<file path="src/cycio_consts.svh">
// Constants of the cyclic IO register handshake block
`ifndef CYCIO_CONSTS_SVH
`define CYCIO_CONSTS_SVH

// ==========================================================================
// Register indices and byte addresses (byte address = 4 * index)
// ==========================================================================
`define CYCIO_IDX_RX_CONN     16'h03E8
`define CYCIO_IDX_RX_IOCTL    16'h03E9
`define CYCIO_IDX_RX_DATA0    16'h03EA
`define CYCIO_IDX_RX_DATA1    16'h03EB
`define CYCIO_IDX_TX_CONN     16'h07D0
`define CYCIO_IDX_TX_IOSTAT   16'h07D1
`define CYCIO_IDX_TX_DATA0    16'h07D2
`define CYCIO_IDX_TX_DATA1    16'h07D3
`define CYCIO_ADDR_RX_CONN    16'h0FA0
`define CYCIO_ADDR_RX_IOCTL   16'h0FA4
`define CYCIO_ADDR_RX_DATA0   16'h0FA8
`define CYCIO_ADDR_RX_DATA1   16'h0FAC
`define CYCIO_ADDR_TX_CONN    16'h1F40
`define CYCIO_ADDR_TX_IOSTAT  16'h1F44
`define CYCIO_ADDR_TX_DATA0   16'h1F48
`define CYCIO_ADDR_TX_DATA1   16'h1F4C
`define CYCIO_ADDR_CTRL       16'h0000
`define CYCIO_ADDR_IRQ_STAT   16'h0004
`define CYCIO_ADDR_IRQ_MASK   16'h0008
`define CYCIO_ADDR_PHASE      16'h000C

// ==========================================================================
// Field positions and values
// ==========================================================================
`define CYCIO_CC_PRODUCER     0
`define CYCIO_CC_FRESH        1
`define CYCIO_CC_SYNC         3
`define CYCIO_CC_FRESH_COPY   12
`define CYCIO_IOS_OUT_READY   15
`define CYCIO_IOS_IN_VALID    14
`define CYCIO_CTRL_COMPAT     0
`define CYCIO_IRQ_RX          0
`define CYCIO_IRQ_TX          1
`define CYCIO_IRQ_PHASE       2
`define CYCIO_IRQ_W           3
`define CYCIO_HALF_W          16
`define CYCIO_DATA_W          32
`define CYCIO_ADDR_LSB        2
`define CYCIO_ADDR_MSB        15
`define CYCIO_RST_HALF        16'h0000
`define CYCIO_RST_WORD        32'h0000_0000
`define CYCIO_RST_IRQ         3'h0
`define CYCIO_HTRANS_NONSEQ   2'h2
`define CYCIO_HTRANS_SEQ      2'h3
`define CYCIO_HSIZE_WORD      3'h2

`endif

</file>
<file path="src/cycio_pkg.sv">
// Types shared by the cyclic IO register handshake block
package cycio_pkg;

  // ========================================================================
  // Telegram carriers
  // ========================================================================
  typedef struct packed {
    logic        producer_ready; // Master declares its data valid
    logic [15:0] io_control;     // Received IO-control word
    logic [63:0] payload;        // Received input area, two words
  } cycio_mdt_s;

  typedef struct packed {
    logic [15:0] conn_ctrl;      // Outgoing connection-control word
    logic [15:0] io_status;      // Outgoing IO-status word
    logic [63:0] payload;        // Outgoing output area, two words
  } cycio_at_s;

  // ========================================================================
  // Bus data-phase states
  // ========================================================================
  typedef enum logic [1:0] {
    CYCIO_DP_IDLE  = 2'b00,
    CYCIO_DP_WRITE = 2'b01,
    CYCIO_DP_RWAIT = 2'b10,
    CYCIO_DP_RDONE = 2'b11
  } cycio_dp_e;

endpackage

</file>
<file path="src/cycio_sync3.sv">
// Three-stage synchroniser with agreement filter for one pin level
`timescale 1ns/1ps
module cycio_sync3 (
  input  wire logic clk,
  input  wire logic rst_n,
  input  wire logic pin,
  output      logic level
);
  logic s1_reg; // First stage, read only by s2
  logic s2_reg; // Second stage
  logic s3_reg; // Third stage

  // ========================================================================
  // Shift chain; the level moves only when stages two and three agree
  // ========================================================================
  always_ff @(posedge clk or negedge rst_n) begin
    if (!rst_n) begin
      s1_reg <= 1'b0;
      s2_reg <= 1'b0;
      s3_reg <= 1'b0;
      level  <= 1'b0;
    end else begin
      s1_reg <= pin;
      s2_reg <= s1_reg;
      s3_reg <= s2_reg;
      if (s2_reg == s3_reg) begin // Filters a one-cycle glitch
        level <= s3_reg;
      end
    end
  end
endmodule

</file>
<file path="src/cycio_fresh.sv">
// Fresh-data flag: cleared on phase entry, toggled on each new-data event
`timescale 1ns/1ps
module cycio_fresh (
  input  wire logic clk,
  input  wire logic rst_n,
  input  wire logic clear,
  input  wire logic toggle,
  output      logic flag
);
  // ========================================================================
  // Phase entry wins over a toggle in the same cycle
  // ========================================================================
  always_ff @(posedge clk or negedge rst_n) begin
    if (!rst_n) begin
      flag <= 1'b0;
    end else if (clear) begin
      flag <= 1'b0;
    end else if (toggle) begin
      flag <= ~flag;  // Each change announces new data
    end
  end
endmodule

</file>
<file path="src/cycio_top.sv">
// AHB-Lite register bank for the cyclic IO exchange of the fieldbus slave
`timescale 1ns/1ps
`include "cycio_consts.svh"
module cycio_top
  import cycio_pkg::*;
(
  input  wire logic        hclk,
  input  wire logic        hresetn,
  // AHB-Lite slave
  input  wire logic        hsel,
  input  wire logic [31:0] haddr,
  input  wire logic [1:0]  htrans,
  input  wire logic        hwrite,
  input  wire logic [2:0]  hsize,
  input  wire logic [31:0] hwdata,
  input  wire logic        hready,
  output      logic        hreadyout,
  output      logic        hresp,
  output      logic [31:0] hrdata,
  // Protocol engine side
  input  wire logic        phase_pin,
  input  wire logic        mdt_valid,
  input  wire cycio_mdt_s  mdt_in,
  input  wire logic        at_strobe,
  output      cycio_at_s   at_out,
  output      logic        irq
);

  // ========================================================================
  // Declarations
  // ========================================================================
  cycio_dp_e   dp_reg;          // Data-phase state
  cycio_dp_e   dp_next;         // Its next value
  logic [`CYCIO_ADDR_MSB:0] addr_reg; // Latched byte address
  logic        hreadyout_reg;   // Bus ready, from a flop
  logic [31:0] hrdata_reg;      // Read data, from a flop

  logic        phase;           // Cyclic phase level after sync
  logic        phase_d_reg;     // Previous phase level
  logic        phase_enter;     // Pulse on phase entry
  logic        rx_fresh;        // Received fresh-data flag
  logic        tx_fresh;        // Outgoing fresh-data flag
  logic        tx_toggle;       // Outgoing toggle event

  logic        rx_pr_reg;       // Latched master producer-ready
  logic [15:0] rx_ioctl_reg;    // Latched IO-control word
  logic [31:0] rx_data0_reg;    // Input area word 0
  logic [31:0] rx_data1_reg;    // Input area word 1
  logic        tx_pr_reg;       // Host producer-ready
  logic [15:0] tx_iostat_reg;   // Host IO-status word
  logic [31:0] tx_data0_reg;    // Output area word 0
  logic [31:0] tx_data1_reg;    // Output area word 1
  logic        dirty_reg;       // Host changed outgoing data since last send
  logic        compat_reg;      // Hides bits 3 and 12 when set

  logic [`CYCIO_IRQ_W-1:0] irq_stat_reg; // Sticky events
  logic [`CYCIO_IRQ_W-1:0] irq_mask_reg; // Enables
  logic [`CYCIO_IRQ_W-1:0] irq_event;    // Events this cycle
  logic        irq_reg;         // Interrupt output flop
  cycio_at_s   at_reg;          // Outgoing telegram flop

  // ========================================================================
  // Address phase decode
  // ========================================================================
  wire         addr_take  = hsel && hready && (htrans == `CYCIO_HTRANS_NONSEQ || htrans == `CYCIO_HTRANS_SEQ);
  wire         take_write = addr_take && hwrite && (hsize == `CYCIO_HSIZE_WORD);
  wire         take_read  = addr_take && !hwrite;
  wire         wr_en      = (dp_reg == CYCIO_DP_WRITE);
  wire         rd_sample  = (dp_reg == CYCIO_DP_RWAIT);

  // The next address phase overlaps this
  // data phase, hence the latched address
  // Data-phase register selects on the latched address
  wire sel_rx_conn   = (addr_reg == `CYCIO_ADDR_RX_CONN);
  wire sel_rx_ioctl  = (addr_reg == `CYCIO_ADDR_RX_IOCTL);
  wire sel_rx_data0  = (addr_reg == `CYCIO_ADDR_RX_DATA0);
  wire sel_rx_data1  = (addr_reg == `CYCIO_ADDR_RX_DATA1);
  wire sel_tx_conn   = (addr_reg == `CYCIO_ADDR_TX_CONN);
  wire sel_tx_iostat = (addr_reg == `CYCIO_ADDR_TX_IOSTAT);
  wire sel_tx_data0  = (addr_reg == `CYCIO_ADDR_TX_DATA0);
  wire sel_tx_data1  = (addr_reg == `CYCIO_ADDR_TX_DATA1);
  wire sel_ctrl      = (addr_reg == `CYCIO_ADDR_CTRL);
  wire sel_irq_stat  = (addr_reg == `CYCIO_ADDR_IRQ_STAT);
  wire sel_irq_mask  = (addr_reg == `CYCIO_ADDR_IRQ_MASK);
  wire sel_phase     = (addr_reg == `CYCIO_ADDR_PHASE);

  // ========================================================================
  // Connection-control words as software and the link see them
  // ========================================================================
  // Plain view hides bit 3 and the bit 12
  // copy; bit 1 itself is never hidden
  wire rx_pr_view = rx_pr_reg && phase;
  wire sync_bit   = !compat_reg;
  wire rx_copy    = rx_fresh && !compat_reg;
  wire tx_copy    = tx_fresh && !compat_reg;

  // Compat mode gives plain 0x0001/0x0003 words in full operation
  wire [15:0] rx_conn_word = {3'h0, rx_copy, 8'h00, sync_bit, 1'b0, rx_fresh, rx_pr_view};
  wire [15:0] tx_conn_word = {3'h0, tx_copy, 8'h00, sync_bit, 1'b0, tx_fresh, tx_pr_reg};

  // ========================================================================
  // Read multiplexer; unmapped words read as zero
  // ========================================================================
  wire [31:0] rd_mux =
      sel_rx_conn   ? {16'h0000, rx_conn_word}  :
      sel_rx_ioctl  ? {16'h0000, rx_ioctl_reg}  :
      sel_rx_data0  ? rx_data0_reg              :
      sel_rx_data1  ? rx_data1_reg              :
      sel_tx_conn   ? {16'h0000, tx_conn_word}  :
      sel_tx_iostat ? {16'h0000, tx_iostat_reg} :
      sel_tx_data0  ? tx_data0_reg              :
      sel_tx_data1  ? tx_data1_reg              :
      sel_ctrl      ? {31'h0000_0000, compat_reg} :
      sel_irq_stat  ? {29'h0000_0000, irq_stat_reg} :
      sel_irq_mask  ? {29'h0000_0000, irq_mask_reg} :
      sel_phase     ? {31'h0000_0000, phase}    :
                      `CYCIO_RST_WORD;

  // ========================================================================
  // Data-phase sequencing: writes take no wait, reads one
  // ========================================================================
  // Trade-off: one read wait state buys a
  // registered hrdata off the mux path
  // Reads sample one cycle late so a preceding write is always visible
  always_comb begin
    dp_next = CYCIO_DP_IDLE;
    case (dp_reg)
      CYCIO_DP_RWAIT: begin
        dp_next = CYCIO_DP_RDONE;      // Data captured, release bus
      end
      default: begin
        if (take_read) begin
          dp_next = CYCIO_DP_RWAIT;
        end else if (take_write) begin
          dp_next = CYCIO_DP_WRITE;
        end else begin
          dp_next = CYCIO_DP_IDLE;
        end
      end
    endcase
  end

  // State and address capture
  always_ff @(posedge hclk or negedge hresetn) begin
    if (!hresetn) begin
      dp_reg   <= CYCIO_DP_IDLE;
      addr_reg <= '0;
    end else begin
      dp_reg <= dp_next;
      if (addr_take) begin
        addr_reg <= haddr[`CYCIO_ADDR_MSB:0];
      end
    end
  end

  // Ready drops only for the read wait cycle
  always_ff @(posedge hclk or negedge hresetn) begin
    if (!hresetn) begin
      hreadyout_reg <= 1'b1;
      hrdata_reg    <= `CYCIO_RST_WORD;
    end else begin
      hreadyout_reg <= (dp_next != CYCIO_DP_RWAIT);
      if (rd_sample) begin
        hrdata_reg <= rd_mux;
      end
    end
  end

  // ========================================================================
  // Cyclic phase tracking
  // ========================================================================
  // Limitation: pulses under two clocks
  // are lost; the phase is a slow level
  // Phase level arrives from a pin of another domain
  cycio_sync3 u_phase_sync (
    .clk   (hclk),
    .rst_n (hresetn),
    .pin   (phase_pin),
    .level (phase)
  );

  always_ff @(posedge hclk or negedge hresetn) begin
    if (!hresetn) begin
      phase_d_reg <= 1'b0;
    end else begin
      phase_d_reg <= phase;
    end
  end

  // Delayed level resets to the idle pin
  // level, so no false entry after reset
  assign phase_enter = phase && !phase_d_reg;

  // ========================================================================
  // Fresh-data flags for both directions
  // ========================================================================
  // A master that is not producing sends
  // no new data, so no toggle for it
  // Received flag toggles on each valid telegram of a ready master
  cycio_fresh u_rx_fresh (
    .clk    (hclk),
    .rst_n  (hresetn),
    .clear  (phase_enter),
    .toggle (mdt_valid && phase && mdt_in.producer_ready),
    .flag   (rx_fresh)
  );

  // Toggling every slot would flag stale
  // data; dirty ties it to a host update
  // Outgoing flag toggles itself when the host changed data
  assign tx_toggle = at_strobe && phase && dirty_reg;

  cycio_fresh u_tx_fresh (
    .clk    (hclk),
    .rst_n  (hresetn),
    .clear  (phase_enter),
    .toggle (tx_toggle),
    .flag   (tx_fresh)
  );

  // ========================================================================
  // Received telegram capture
  // ========================================================================
  // Words stay readable after the phase
  // drops; producer-ready marks them stale
  // Leaving the phase drops producer-ready so stale data looks invalid
  always_ff @(posedge hclk or negedge hresetn) begin
    if (!hresetn) begin
      rx_pr_reg    <= 1'b0;
      rx_ioctl_reg <= `CYCIO_RST_HALF;
      rx_data0_reg <= `CYCIO_RST_WORD;
      rx_data1_reg <= `CYCIO_RST_WORD;
    end else if (!phase) begin
      rx_pr_reg <= 1'b0;
    end else if (mdt_valid) begin
      rx_pr_reg    <= mdt_in.producer_ready;
      rx_ioctl_reg <= mdt_in.io_control;
      rx_data0_reg <= mdt_in.payload[31:0];
      rx_data1_reg <= mdt_in.payload[63:32];
    end
  end

  // ========================================================================
  // Host-written registers
  // ========================================================================
  // Writes to read-only or unmapped words
  // are dropped, still with OKAY
  // Only bit 0 of outgoing connection control is host-owned
  always_ff @(posedge hclk or negedge hresetn) begin
    if (!hresetn) begin
      tx_pr_reg     <= 1'b0;
      tx_iostat_reg <= `CYCIO_RST_HALF;
      tx_data0_reg  <= `CYCIO_RST_WORD;
      tx_data1_reg  <= `CYCIO_RST_WORD;
      compat_reg    <= 1'b0;
      irq_mask_reg  <= `CYCIO_RST_IRQ;
    end else if (wr_en) begin
      if (sel_tx_conn) begin
        tx_pr_reg <= hwdata[`CYCIO_CC_PRODUCER];
      end
      if (sel_tx_iostat) begin
        tx_iostat_reg <= hwdata[15:0];
      end
      if (sel_tx_data0) begin
        tx_data0_reg <= hwdata;
      end
      if (sel_tx_data1) begin
        tx_data1_reg <= hwdata;
      end
      if (sel_ctrl) begin
        compat_reg <= hwdata[`CYCIO_CTRL_COMPAT];
      end
      if (sel_irq_mask) begin
        irq_mask_reg <= hwdata[`CYCIO_IRQ_W-1:0];
      end
    end
  end

  // Status writes count too, since the
  // master must see flag changes as news
  // Dirty marks fresh payload; a write in the send cycle is kept
  wire host_change = wr_en && (sel_tx_data0 || sel_tx_data1 || sel_tx_iostat);

  always_ff @(posedge hclk or negedge hresetn) begin
    if (!hresetn) begin
      dirty_reg <= 1'b0;
    end else if (host_change) begin
      dirty_reg <= 1'b1;            // Set wins over the send
    end else if (tx_toggle || phase_enter) begin
      dirty_reg <= 1'b0;
    end
  end

  // ========================================================================
  // Outgoing telegram
  // ========================================================================
  // One snapshot per slot, so payload and
  // status never mix two host updates
  // Carries the flag value after this send's toggle
  always_ff @(posedge hclk or negedge hresetn) begin
    if (!hresetn) begin
      at_reg <= '0;
    end else if (at_strobe) begin
      at_reg.conn_ctrl <= {3'h0, tx_copy ^ (tx_toggle && !compat_reg), 8'h00,
                           sync_bit, 1'b0, tx_fresh ^ tx_toggle, tx_pr_reg};
      at_reg.io_status <= tx_iostat_reg;
      at_reg.payload   <= {tx_data1_reg, tx_data0_reg};
    end
  end

  // ========================================================================
  // Interrupts: sticky status, read clears, set wins
  // ========================================================================
  assign irq_event[`CYCIO_IRQ_RX]    = mdt_valid && phase;
  assign irq_event[`CYCIO_IRQ_TX]    = tx_toggle;
  assign irq_event[`CYCIO_IRQ_PHASE] = phase_enter;

  wire stat_clear = rd_sample && sel_irq_stat;

  // The flop sees the same next status, so
  // irq moves on the same edge as the sticky bits

  always_ff @(posedge hclk or negedge hresetn) begin
    if (!hresetn) begin
      irq_stat_reg <= `CYCIO_RST_IRQ;
      irq_reg      <= 1'b0;
    end else begin
      irq_stat_reg <= (stat_clear ? `CYCIO_RST_IRQ : irq_stat_reg) | irq_event;
      irq_reg      <= |(((stat_clear ? `CYCIO_RST_IRQ : irq_stat_reg) | irq_event) & irq_mask_reg);
    end
  end

  // ========================================================================
  // Outputs, all straight from flops except hresp, tied to OKAY
  // ========================================================================
  assign hreadyout = hreadyout_reg;
  // No transfer is ever refused
  assign hresp     = 1'b0;          // Always OKAY
  assign hrdata    = hrdata_reg;
  assign at_out    = at_reg;
  assign irq       = irq_reg;

endmodule

</file>
<file path="config.mk">
export PLATFORM = sky130hd
export DESIGN_NAME = cycio_top
export DESIGN_NICKNAME = d
export VERILOG_FILES = /design/src/cycio_pkg.sv /design/src/cycio_sync3.sv /design/src/cycio_fresh.sv /design/src/cycio_top.sv
export VERILOG_INCLUDE_DIRS = /design/src /design/src/src
export SDC_FILE = /design/constraint.sdc
export NUM_CORES = 1
export LEC_CHECK = 0
export ABC_AREA = 1
export BUFFER_PORTS_ARGS = -buffer_cell sky130_fd_sc_hd__buf_4
export CORE_MARGIN = 3
export CORE_UTILIZATION = 55
export CTS_CLUSTER_DIAMETER = 40
export DETAILED_ROUTE_END_ITERATION = 10
export HOLD_SLACK_MARGIN = 0.06
export PLACE_DENSITY_LB_ADDON = 0.15
export SLEW_MARGIN = 25
export SYNTH_ARGS = -nofsm -noshare
export SYNTH_HDL_FRONTEND = slang
export SYNTH_SLANG_ARGS = --single-unit
</file>
<file path="constraint.sdc">
create_clock -name hclk -period 1.88 [get_ports hclk]
set_input_delay 0.094 -clock hclk [delete_from_list [all_inputs] [get_ports hclk]]
set_output_delay 0.094 -clock hclk [all_outputs]
set_load 0.03 [all_outputs]
</file>
After elaboration in Yosys (flattened, before gate mapping)
Cells that the tools add are included.

storage, ports and cells
  output and inout bits = 131
  word-level logic and storage cells = 111
  input bits = 158
  flip-flop bits (word level) = 313

cells by class
  reductions and logical operators = 35
  bitwise gates (word level) = 6
  mux-type cells = 24
  eq/ne operators = 19

operators by type and width
  kind                  count
  $mux 32               8
  $eq 16x12->1 const B  4
  $eq 16x13->1 const B  4
  $eq 16x4->1 const B   2
  $eq 16x3->1 const B   1
  $logic_and 1x1->1     16
  $logic_not 16->1      1
  $reduce_and 2->1      7
  $mux 3                4
  $mux 1                10
  $eq 2x2->1 const B    3
  $reduce_bool 2->1     3
  $logic_or 1x1->1      4
  $mux 2                2
  $ne 2x2->1 const B    2
  $and 3x3->3           1
  $eq 3x2->1 const B    1
  $logic_not 1->1       3
  $or 3x3->3            1
  $reduce_or 3->1       1
  $eq 2x1->1 const B    1
  $not 1->1             2
  $xor 1x1->1           2
  $eq 1x1->1            1

Longest topological paths before layout
Gate-level depths: netlist of the first run.

  depth after elaboration = 13
  mapped depth = 15
  mapped depth without buffers = 15

Hierarchy
A second synthesis of the first run with hierarchy kept.

second synthesis, totals
  cells, all modules = 1457
  area total of the unflattened synthesis = 13380.3 um2

by module, submodules not included
  module       times used  area each (um2)  sequential area each (um2)  cells each
  cycio_top    1           13176.4          7683.6                      1437
  cycio_sync3  1           116.4            100.1                       8
  cycio_fresh  2           43.8             25.0                        6

Worst setup path before layout of the first run
OpenSTA, ideal clock, no wires.

  kind = register to register
  start = register addr_reg[15]
  end = register tx_data0_reg[22]
  cell stages (with the launch flop) = 13
  arrival time = 1.477 ns
  buffers on the path = 2
  period minus slack after synthesis = 1.607 ns
  slack = 0.273 ns
  setup time = 0.130 ns
  path through = dfrtp_1 > nor2_2 > inv_1 > nor2_4 > nand2_2 > nor2_4 > nand2_2 > inv_2 > nand2_1 > buf_2 > buf_2 > nand2_1 > o21ai_1

on the way
  word-level cells in the longest chain between the ends = 2

ends and longest elaborated chain
  item                        line              text
  from (decl)                 cycio_top.sv:34   logic [`CYCIO_ADDR_MSB:0] addr_reg;
  from (signal assigned)      cycio_top.sv:151  addr_reg <= haddr[`CYCIO_ADDR_MSB:0];
  $eq 16x13->1 (no line)      -
  $reduce_and 2->1 (no line)  -
  to (signal assigned)        cycio_top.sv:253  tx_data0_reg <= `CYCIO_RST_WORD;
  to (signal assigned)        cycio_top.sv:265  tx_data0_reg <= hwdata;
  to (decl)                   cycio_top.sv:51   logic [31:0] tx_data0_reg;

Every way passes these cells.
A chain may end at the register's enable or synchronous reset.

Worst setup path after layout of the first run
  start = register addr_reg[7]
  end = register hrdata_reg[15], in the netlist hrdata[15]

on the way
  word-level cells in the longest chain between the ends = 9
  elaborated cells between the ends (all ways) = 16

ends and longest elaborated chain
  item                             line              text
  $eq 16x13->1 (no line)           -
  $mux 32 (no line) (7 in series)  -
  $mux 32 (no line) (*)            -
  to (signal assigned)             cycio_top.sv:160  hrdata_reg <= `CYCIO_RST_WORD;
  to (signal assigned)             cycio_top.sv:164  hrdata_reg <= rd_mux;
  to (decl)                        cycio_top.sv:36   logic [31:0] hrdata_reg;

Every way passes the cells marked *; elsewhere a longest branch is shown, timed or not.

==> impl_metrics.yaml, run 1 <==
sta:
  finalCritPeriodShare: 1.028
  fin_skew_ps: 27.14
  fin_setup_tns_ps: -72.30
  slew_viol_final: 0
  setup_violations: 4
  post-route-min-period_ps: 1932
  fmax_mhz: 517.5
  rsz0062_at_grt: "yes"
  hold_viol: 0
  worst_slew_pin_slew_ps: 626.3
  fin_ws_ps: -52.28
  relSlewSlack: 0.5820
setup_path:
  reg2regPathDepth: 12
  rrSetupSlack_ps: -50
  timing.rr.start: "addr_reg[7]"
  crit_fanout: 13
  worstPathRequired_ps: 2300
  arrival_ps: 2350
  r2r-end: "hrdata[15]"
  end_kind: "register"
  path_class: "register to register"
  setup.worst_path.start_class: "register"
synth:
  ys_ff_latch: 313
  synth-simple-area-share: 0.1794
  synthXorXnorAreaFrac: 0.0006544
  yosysTopAreaCell: "dfrtp_1"
  synth_mux_area_frac: 0.03870
  synth.area.top_cells: "dfrtp_1 58%, nand2_1 11%, o21ai_1 4.6%, inv_1 4.0%, mux2_2 3.9%"
  ys_seq_area_frac: 0.5853
  synth-adder-area-share: 0.0007479
  syn-mean-instance-area_um2: 9.043
  synth_top_area_frac: 0.5833
  ys_warn_count: 0
  synth_cell_type_count: 39
  synth_compound_area_frac: 0.1182
  synthesis.area_um2: 13380
  synth_top_family_by_area: "simple AND/OR/NAND/NOR gates"
  synth_cells: 1480
placed_design:
  dp_cells: 2037
  globalplace.congestion: 0.9170
  place_area_um2: 15900
  hpwl_um: 26130
  io_buffers: 258
die:
  die_h_um: 162.0
  num_rows: 56
  initial_core_util: 0.5651
  core_um2: 23680
  io_pins: 289
  die_width_um: 162.0
  dieArea_um2: 26240
global_route:
  grt_pass1_wl_um: 65670
  grt_use_total: 0.3147
  grt_overflow: 0
  grt_max_degree: 98
  antenna_found_initial: 2
  first_global_vias: 12481
final_layout:
  n_fill_cell: 1370
  largest_register_ffs: 84
  drive_gt1_frac: 0.2915
  design_area_um2: 19460
  area_growth_pct: 45.40
  nets: 2079
  layout.cells.non_filler: 2273
  fin_util: 0.8217
run:
  drv_cap: 0
detailed_routing:
  routed-wl-met2_um: 21960
  drtAntennaViolNets: 0
  first_iter_violations: 1199
  via_per_inst: 5.496
  detail_route.wl_per_cell_um: 19.56
  firstDrtPassIters: 7
  dr_total_vias: 12492
  drt-met1-wl_um: 17430
  wl_um: 44450
  wl_met3_um: 3270
  drc: 0
  highest_layer: "met4"
power:
  ir_worst_vdd_mv: 0.7534
  p_leak_uw: 0.009495
  p_switching_uw: 4615
  p_comb_frac: 0.124
  p_int_uw: 12890
  clkPwrFrac: 0.454
  p_per_area_nw_per_um2: 899.7
  p_seq_frac: 0.422
  total_power_uw: 17510
  switching_share: 0.2636
min_path:
  hold_class: "input port to async pin"
run_status:
  violations: "negative setup slack"
  run_status: "finished with violations"
clock_network:
  tritoncts: "built"
  clockBufferDepth: 3
  clk_latency_ps: 530
  clock_sinks: 313
  path_clk_slew_ps: 60
  cts-root-buf: "clkbuf_16"
  cts_buffers: 40
  h-tree-depth: 2
==> area by class of cell <==
cell class / count / area (um^2) / share of cell area
antenna: 2 / 5.005 / 0.0002572
clock buffer: 52 / 1109 / 0.05697
multi-input combinational: 938 / 5012 / 0.2576
sequential: 313 / 7835 / 0.4026
clock inverter: 21 / 284.0 / 0.01460
timing repair buffer: 468 / 4194 / 0.2155
inverter: 160 / 621.8 / 0.03196
tap: 319 / 399.1 / 0.02051
==> per-stage QoR <==
stage	hold slack (ps)	setup WS (ps)
3_5_place_dp	13.50	-44.52
4_1_cts	60.44	-21.99
3_3_place_gp	11.38	10.05
2_1_floorplan	-201.6	272.5
6_report	55.89	-52.28
5_1_grt	84.53	-148.5
==> timing repair <==
item / in CTS / in global routing
cloned: 0 / 11
resized for setup: 15 / 115
hold buffers: 138 / 0
setup endpoints to repair: 20 / 78
endpoints found under the hold margin: 502 / 0
setup buffers: 2 / 10
pin swaps: 5 / 12
==> placed cells by master, fill, tap and decap left out, drive strengths merged, types with 2 or more instances in the layout <==
master	netlist	layout
clkinvlp	0	2
mux2	46	46
nor4	2	2
inv	160	160
dfrtp	312	312
nor2	110	110
clkinv	0	14
o22ai	4	4
bufinv	0	5
nand4	11	11
conb	1	13
nor3	14	14
nand2	406	408
a32oi	2	2
o2111ai	15	15
nand3	32	32
clkbuf	43	57
o21ai	202	202
diode	0	2
buf	40	325
a21oi	70	70
a211oi	3	3
dlygate4sd3	0	138
==> how the worst max path moves through the flow <==
stage                      start          endpoint  slack (ps)  cells past startpoint
floorplan           addr_reg[15]  tx_data0_reg[22]         270                     12
global placement    addr_reg[15]        hrdata[15]          10                     11
detailed placement   addr_reg[1]        hrdata[10]         -40                     11
CTS                  addr_reg[5]        hrdata[15]         -20                     12
global route        addr_reg[13]        hrdata[13]        -150                     13
finish               addr_reg[7]        hrdata[15]         -50                     12
==> critical path, cell delays in order (launching register included) <==
cell and delay [ps]:
dfrtp_1 390, inv_2 100, nand2_1 140, nor2_8 190, nand3_4 100, nor2_4 170, inv_2 160, nor2_1 160
nor2_1 80, o21ai_2 90, o21ai_1 110, nor2_1 100, o21ai_1 60
==> power by group through the flow <==
stage | registers (uW) | clock network (uW) | logic (uW)
final | 7390 | 7950 | 2170
after global routing | 7420 | 8280 | 2360
after CTS | 7360 | 7970 | 2030
after detailed placement | 7470 | 0 | 1760
after global placement | 7460 | 0 | 1720
after floorplan | 7460 | 0 | 943
==> cells in the mapped netlist <==
cell and n:
dfrtp_1 312, buf_4 15, nand3_4 2, nor2_4 6, inv_2 18, a211oi_1 3
inv_1 142, nor2_8 1, conb_1 1, nor2_1 99, nor3_1 13, or2_2 1
buf_1 4, o2111ai_1 15, nor3_2 1, nand2_2 3, a32oi_1 2, buf_2 16
a21oi_1 70, maj3_1 1, mux2_2 46, o211ai_1 1, nand4_2 2, nor2_2 4
o21a_1 1, dfstp_2 1, o21ai_1 122, xnor2_1 1, nand3_2 5, o21ai_0 80
nand4_1 9, o22ai_1 4, nor4_1 2, clkbuf_2 1, nand3_1 25, o41ai_1 1
buf_6 5, clkbuf_1 42, nand2_1 403
==> per-layer routing <==
layer / GRT usage / up-vias
met5: 0 / -
met2: 0.5380 / 682
met3: 0.04667 / 156
met1: 0.4111 / 5980
met4: 0.1171 / 0
li1: - / 5674
==> cells by family (layout without fill, tap and decap cells) <==
family,after synthesis,after routing
AOI/OAI and AO/OA,299,299
xor gates and xnor gates,1,1
adders and majority gates,1,1
buffers and inverters,243,701
DFF,313,313
muxes,46,46
other,1,15
and+or+nand+nor,576,578
Note: power is estimated with default switching activity, not from simulation.
==> run 2, diff against run 1 <==
--- a/config.mk
+++ b/config.mk
@@ -7,11 +7,13 @@
 export NUM_CORES = 1
 export LEC_CHECK = 0
 export ABC_AREA = 1
+export ABC_CLOCK_PERIOD_IN_PS = 1880
 export BUFFER_PORTS_ARGS = -buffer_cell sky130_fd_sc_hd__buf_4
 export CORE_MARGIN = 3
 export CORE_UTILIZATION = 55
 export CTS_CLUSTER_DIAMETER = 40
 export DETAILED_ROUTE_END_ITERATION = 10
+export GPL_TIMING_DRIVEN = 0
 export HOLD_SLACK_MARGIN = 0.06
 export PLACE_DENSITY_LB_ADDON = 0.15
 export SLEW_MARGIN = 25
==> impl_metrics.yaml, run 2 (same netlist as run 1, synthesis figures left out) <==
sta:
  relSlewSlack: 0.4569
  fin_skew_ps: 13.44
  slew_viol_final: 0
  fin_ws_ps: -159.5
  hold_viol: 0
  fin_setup_tns_ps: -1532
  finalCritPeriodShare: 1.085
  post-route-min-period_ps: 2039
  rsz0062_at_grt: "yes"
  fmax_mhz: 490.3
  worst_slew_pin_slew_ps: 814.7
  setup_violations: 16
final_layout:
  multi_input_area_um2: 4870
  drive_gt1_frac: 0.2853
  antenna_cells: 0
  nets: 2129
  largest_register_ffs: 84
  layout_common_cells: "388 x nand2_1, 309 x dfrtp_1, 300 x buf_4"
  design_area_um2: 19500
  seqCellArea_um2: 7838
  area_growth_pct: 45.69
  n_fill_cell: 1375
  layout_commonest_cell: "nand2_1"
power:
  p_per_area_nw_per_um2: 913.9
  p_leak_uw: 0.009646
  ir_worst_vdd_mv: 0.8897
run_status:
  violations: "negative setup slack"
  run_status: "finished with violations"
detailed_routing:
  dr_total_vias: 13037
  drc: 0
  drtAntennaViolNets: 0
  via_per_inst: 5.627
  detail_route.wl_per_cell_um: 20.40
  firstDrtPassIters: 7
  wl_um: 47260
  first_iter_violations: 1599
die:
  core_um2: 23680
  die_width_um: 162.0
  io_pins: 289
  num_rows: 56
  initial_core_util: 0.5651
  die_h_um: 162.0
  dieArea_um2: 26240
setup_path:
  reg2regPathDepth: 11
  r2r-end: "hrdata[6]"
  crit_cells: 11
  cp_num_buf_inv: 3
  critical-path-top-delay-family: "simple AND/OR/NAND/NOR gates"
  arrival_ps: 2440
  cpPeakStageDelay_ps: 400
  timing.rr.start: "addr_reg[0]"
  end_kind: "register"
  worstPathRequired_ps: 2280
  rrSetupSlack_ps: -160
  crit_fanout: 5
  setup.worst_path.start_class: "register"
  crit_path_cell_trace: "nor2_4 -> buf_6 -> nand3_4 -> nor2_4 -> buf_6 -> buf_6 -> a21oi_2 -> o21ai_1 -> o21ai_1 -> nor2_1 -> o21ai_1"
  path_class: "register to register"
  slowest_stage: "dfrtp_1"
placed_design:
  io_buffers: 257
  globalplace.congestion: 0.9355
  dp_slack_ps: -477.8
  place_area_um2: 15850
  hpwl_um: 29470
clock_network:
  h-tree-depth: 2
  tritoncts: "built"
  cts_buffers: 42
  path_clk_slew_ps: 60
  clock_sinks: 313
  cts-root-buf: "clkbuf_16"
  clockBufferDepth: 3
  clk_latency_ps: 530
global_route:
  grt_pass1_wl_um: 71790
  grt_max_degree: 86
  first_global_vias: 13172
  antenna_found_initial: 0
  grt_use_total: 0.3526
  grt_overflow: 0
min_path:
  hold_class: "input port to async pin"
run:
  drv_cap: 0
run 2: changes by cell type in the layout (fill, tap and decap cells not counted), moves of 7 or more:
| cell | previous run | this run |
|---|---|---|
| nand2_2 | 20 | 13 |
| nand2_1 | 367 | 388 |
| clkbuf_4 | 0 | 7 |
| buf_6 | 12 | 25 |
| buf_12 | 14 | 4 |
| clkbuf_1 | 8 | 24 |
| nand2_4 | 18 | 5 |
| o21ai_2 | 27 | 11 |
| clkbuf_2 | 0 | 10 |
| o21ai_1 | 97 | 115 |
run 2: layer usage:
| layer | vias to the layer above | part of all wire | track usage |
|---|---|---|---|
| met2 | 854 | 0.48 | 0.5697 |
| met5 | - | 0 | 0 |
| met3 | 183 | 0.10 | 0.08799 |
| li1 | 5729 | - | - |
| met1 | 6271 | 0.37 | 0.4475 |
| met4 | 0 | 0.047 | 0.1741 |
run 2: area by class of cell:
type | count | share of cell area
plain buffers | 83 | 0.03119
clock inverters | 23 | 0.01579
repair buffers | 435 | 0.1921
clock buffers | 48 | 0.05717
inverters | 160 | 0.03157
multi-input cells | 936 | 0.2497
flip-flops and latches | 313 | 0.4020
well taps | 319 | 0.02047
run 2: worst max path at each step:
stage | slack (ps) | endpoint | startpoint
4_1_cts | -110 | hrdata[6] | addr_reg[14]
3_3_place_gp | -2060 | tx_data1_reg[24] | hresetn
5_1_grt | -270 | hrdata[5] | addr_reg[15]
6_report | -160 | hrdata[6] | addr_reg[0]
2_1_floorplan | 270 | tx_data0_reg[22] | addr_reg[15]
3_5_place_dp | -480 | rx_data1_reg[15] | u_phase_sync.level
run 2: per-stage QoR:
stage | hold WS (ps) | total power (uW) | cells | util
floorplan | -201.6 | 8399 | 1492 | -
global placement | 204.0 | 9170 | 2068 | 0.6654
detailed placement | 87.29 | 9262 | 2071 | 0.6692
CTS | 130.7 | 17640 | 2305 | 0.8089
global route | 130.8 | 18340 | 2317 | 0.8233
finish | 63.42 | 17820 | 2317 | 0.8233
run 2: report_power, final:
group          leakage, uW  switching, uW  total, uW  internal [uW]
logic              0.00566           1400       2240            841
registers          0.00329            254       7410           7160
clock network     0.000691           3070       8170           5100
total              0.00965           4720      17800          13100
run 2: worst reg2reg max path, cell delays in order, from the launching register on:
cell and delay, ps:
dfrtp_1 400, nor2_4 220, buf_6 140, nand3_4 130
nor2_4 280, buf_6 180, buf_6 100, a21oi_2 50
o21ai_1 110, o21ai_1 130, nor2_1 130, o21ai_1 70
run 2: repair_timing:
action                                  in CTS  in global routing
endpoints found under the setup margin     168                281
endpoints found under the hold margin      334                  0
buffers inserted                            26                  9
pin swaps                                   24                 11
hold buffers                               136                  0
gates cloned                                 1                  3
resized for setup                           95                 98
==> run 3, diff against run 2 <==
--- a/config.mk
+++ b/config.mk
@@ -7,7 +7,7 @@
 export NUM_CORES = 1
 export LEC_CHECK = 0
 export ABC_AREA = 1
-export ABC_CLOCK_PERIOD_IN_PS = 1880
+export ABC_CLOCK_PERIOD_IN_PS = 2300
 export BUFFER_PORTS_ARGS = -buffer_cell sky130_fd_sc_hd__buf_4
 export CORE_MARGIN = 3
 export CORE_UTILIZATION = 55
@@ -16,6 +16,7 @@
 export GPL_TIMING_DRIVEN = 0
 export HOLD_SLACK_MARGIN = 0.06
 export PLACE_DENSITY_LB_ADDON = 0.15
+export RECOVER_POWER = 50
 export SLEW_MARGIN = 25
 export SYNTH_ARGS = -nofsm -noshare
 export SYNTH_HDL_FRONTEND = slang
==> constraint.sdc (replaced) <==
create_clock -name hclk -period 2.3 [get_ports hclk]
set_input_delay 0.115 -clock hclk [delete_from_list [all_inputs] [get_ports hclk]]
set_output_delay 0.115 -clock hclk [all_outputs]
set_load 0.03 [all_outputs]
==> impl_metrics.yaml, run 3 (same netlist as run 1, synthesis figures left out) <==
sta:
  fin_ws_ps: 90.31
  fin_skew_ps: 15.60
  finalCritPeriodShare: 0.9607
  setup_violations: 0
  fmax_mhz: 452.6
  post-route-min-period_ps: 2210
  relSlewSlack: 0.4269
  slew_viol_final: 0
  hold_viol: 0
  worst_slew_pin_slew_ps: 859.7
  rsz0062_at_grt: "yes"
power:
  p_leak_uw: 0.008806
  p_seq_frac: 0.419
  switching_share: 0.2624
  ir_worst_vdd_mv: 0.7208
  clkPwrFrac: 0.462
  p_switching_uw: 3784
  p_int_uw: 10640
  total_power_uw: 14420
  p_comb_frac: 0.118
  p_per_area_nw_per_um2: 791.1
final_layout:
  nets: 2090
  multi_input_area_um2: 4591
  design_area_um2: 18230
  largest_register_ffs: 84
  area_growth_pct: 36.18
  seqCellArea_um2: 7834
  layout_commonest_cell: "nand2_1"
  antenna_cells: 0
  drive_gt1_frac: 0.1720
  n_fill_cell: 1682
  layout.cells.non_filler: 2278
  layout_common_cells: "403 x nand2_1, 312 x dfrtp_1, 164 x clkbuf_1"
min_path:
  hold_class: "input port to async pin"
placed_design:
  dp_cells: 2071
  hpwl_um: 29470
  dp_slack_ps: -57.85
  io_buffers: 257
  globalplace.congestion: 0.9355
  place_area_um2: 15850
setup_path:
  r2r-end: "hrdata[18]"
  setup.worst_path.start_class: "register"
  crit_fanout: 10
  rrSetupSlack_ps: 90
  reg2regPathDepth: 6
  end_kind: "register"
  worstPathRequired_ps: 2720
  arrival_ps: 2630
  timing.rr.start: "dp_reg[0]"
  path_class: "register to register"
die:
  core_um2: 23680
  io_pins: 289
  die_h_um: 162.0
  dieArea_um2: 26240
  num_rows: 56
  initial_core_util: 0.5651
  die_width_um: 162.0
clock_network:
  h-tree-depth: 2
  post_cts_buffers: 0
  path_clk_slew_ps: 60
  tritoncts: "built"
  cts_buffers: 42
  clk_latency_ps: 530
  cts-root-buf: "clkbuf_16"
  clock_sinks: 313
  clockBufferDepth: 3
detailed_routing:
  dr_total_vias: 12706
  firstDrtPassIters: 8
  drtAntennaViolNets: 0
  first_iter_violations: 1481
  detail_route.wl_per_cell_um: 20.03
  wl_um: 45620
  via_per_inst: 5.578
  drc: 0
global_route:
  grt_use_total: 0.3455
  grt_pass1_wl_um: 70270
  first_global_vias: 12866
  grt_overflow: 0
  grt_max_degree: 86
  antenna_found_initial: 0
run_status:
  run_status: "finished clean"
run:
  drv_cap: 0
-- run 3: cell count changes in the layout (fill, tap and decap cells not counted), moves of 8 or more --
cell | previous run | this run
o21ai_1 | 115 | 123
buf_2 | 3 | 14
nand2_1 | 388 | 403
clkbuf_2 | 10 | 1
nand3_4 | 10 | 2
buf_4 | 300 | 151
o21ai_2 | 11 | 0
nand2_2 | 13 | 3
buf_6 | 25 | 6
clkbuf_1 | 24 | 164
-- run 3: power by group through the flow --
stage / clock (uW) / combinational (uW) / sequential, uW
after floorplan: 0 / 771 / 6090
after global placement: 0 / 1390 / 6100
after detailed placement: 0 / 1450 / 6120
after CTS: 6650 / 1660 / 6030
after global routing: 6940 / 1860 / 6070
final: 6670 / 1710 / 6040
-- run 3: cell type report --
| class | instances | share of cell area |
|---|---|---|
| multi-input combinational | 936 | 0.2519 |
| inverter | 160 | 0.03316 |
| timing repair buffer | 397 | 0.1617 |
| clock buffer | 48 | 0.06117 |
| tap | 319 | 0.02190 |
| buffer | 82 | 0.02348 |
| clock inverter | 23 | 0.01689 |
| sequential | 313 | 0.4298 |
-- run 3: worst max-delay path by stage --
| stage | from | endpoint | slack, ps | depth (start not counted) |
|---|---|---|---|---|
| floorplan | addr_reg[15] | tx_data0_reg[22] | 690 | 12 |
| global placement | hresetn | tx_data1_reg[24] | -1660 | 1 |
| detailed placement | u_phase_sync.level | rx_data1_reg[15] | -60 | 6 |
| CTS | addr_reg[1] | hrdata[15] | 50 | 11 |
| global route | u_phase_sync.level | rx_pr_reg | -20 | 5 |
| finish | dp_reg[0] | hrdata[18] | 90 | 6 |
-- run 3: what timing repair did --
action                                  in CTS  in global routing
endpoints found under the setup margin      40                 22
pin swaps                                    0                  0
gates resized for setup                      2                  8
hold endpoints to repair                   334                  0
hold buffers                               137                  0
-- run 3: metal layers --
| layer | share of wire | global-route usage | vias to the layer above | routed length [um] |
|---|---|---|---|---|
| met5 | 0 | 0 | - | 0 |
| met4 | 0.039 | 0.1345 | 0 | 1769 |
| li1 | - | - | 5640 | - |
| met2 | 0.48 | 0.5751 | 747 | 22090 |
| met3 | 0.091 | 0.08416 | 154 | 4148 |
| met1 | 0.39 | 0.4406 | 6165 | 17610 |
-- run 3: worst max-delay path: stages, from the launching register on --
cell	delay (ps)
dfrtp_1	380
nor2_2	480
inv_1	210
clkbuf_1	360
clkbuf_1	420
nand2_1	180
nand2_1	70
-- run 3: stage by stage --
stage,hold WS [ps],TNS (ps),utilization
after floorplan,-180.6,0,-
after global placement,225.0,-506530,0.6654
after detailed placement,108.3,-393.5,0.6692
after CTS,151.7,0,0.7873
after global routing,182.0,-33.03,0.7696
final,131.4,0,0.7696
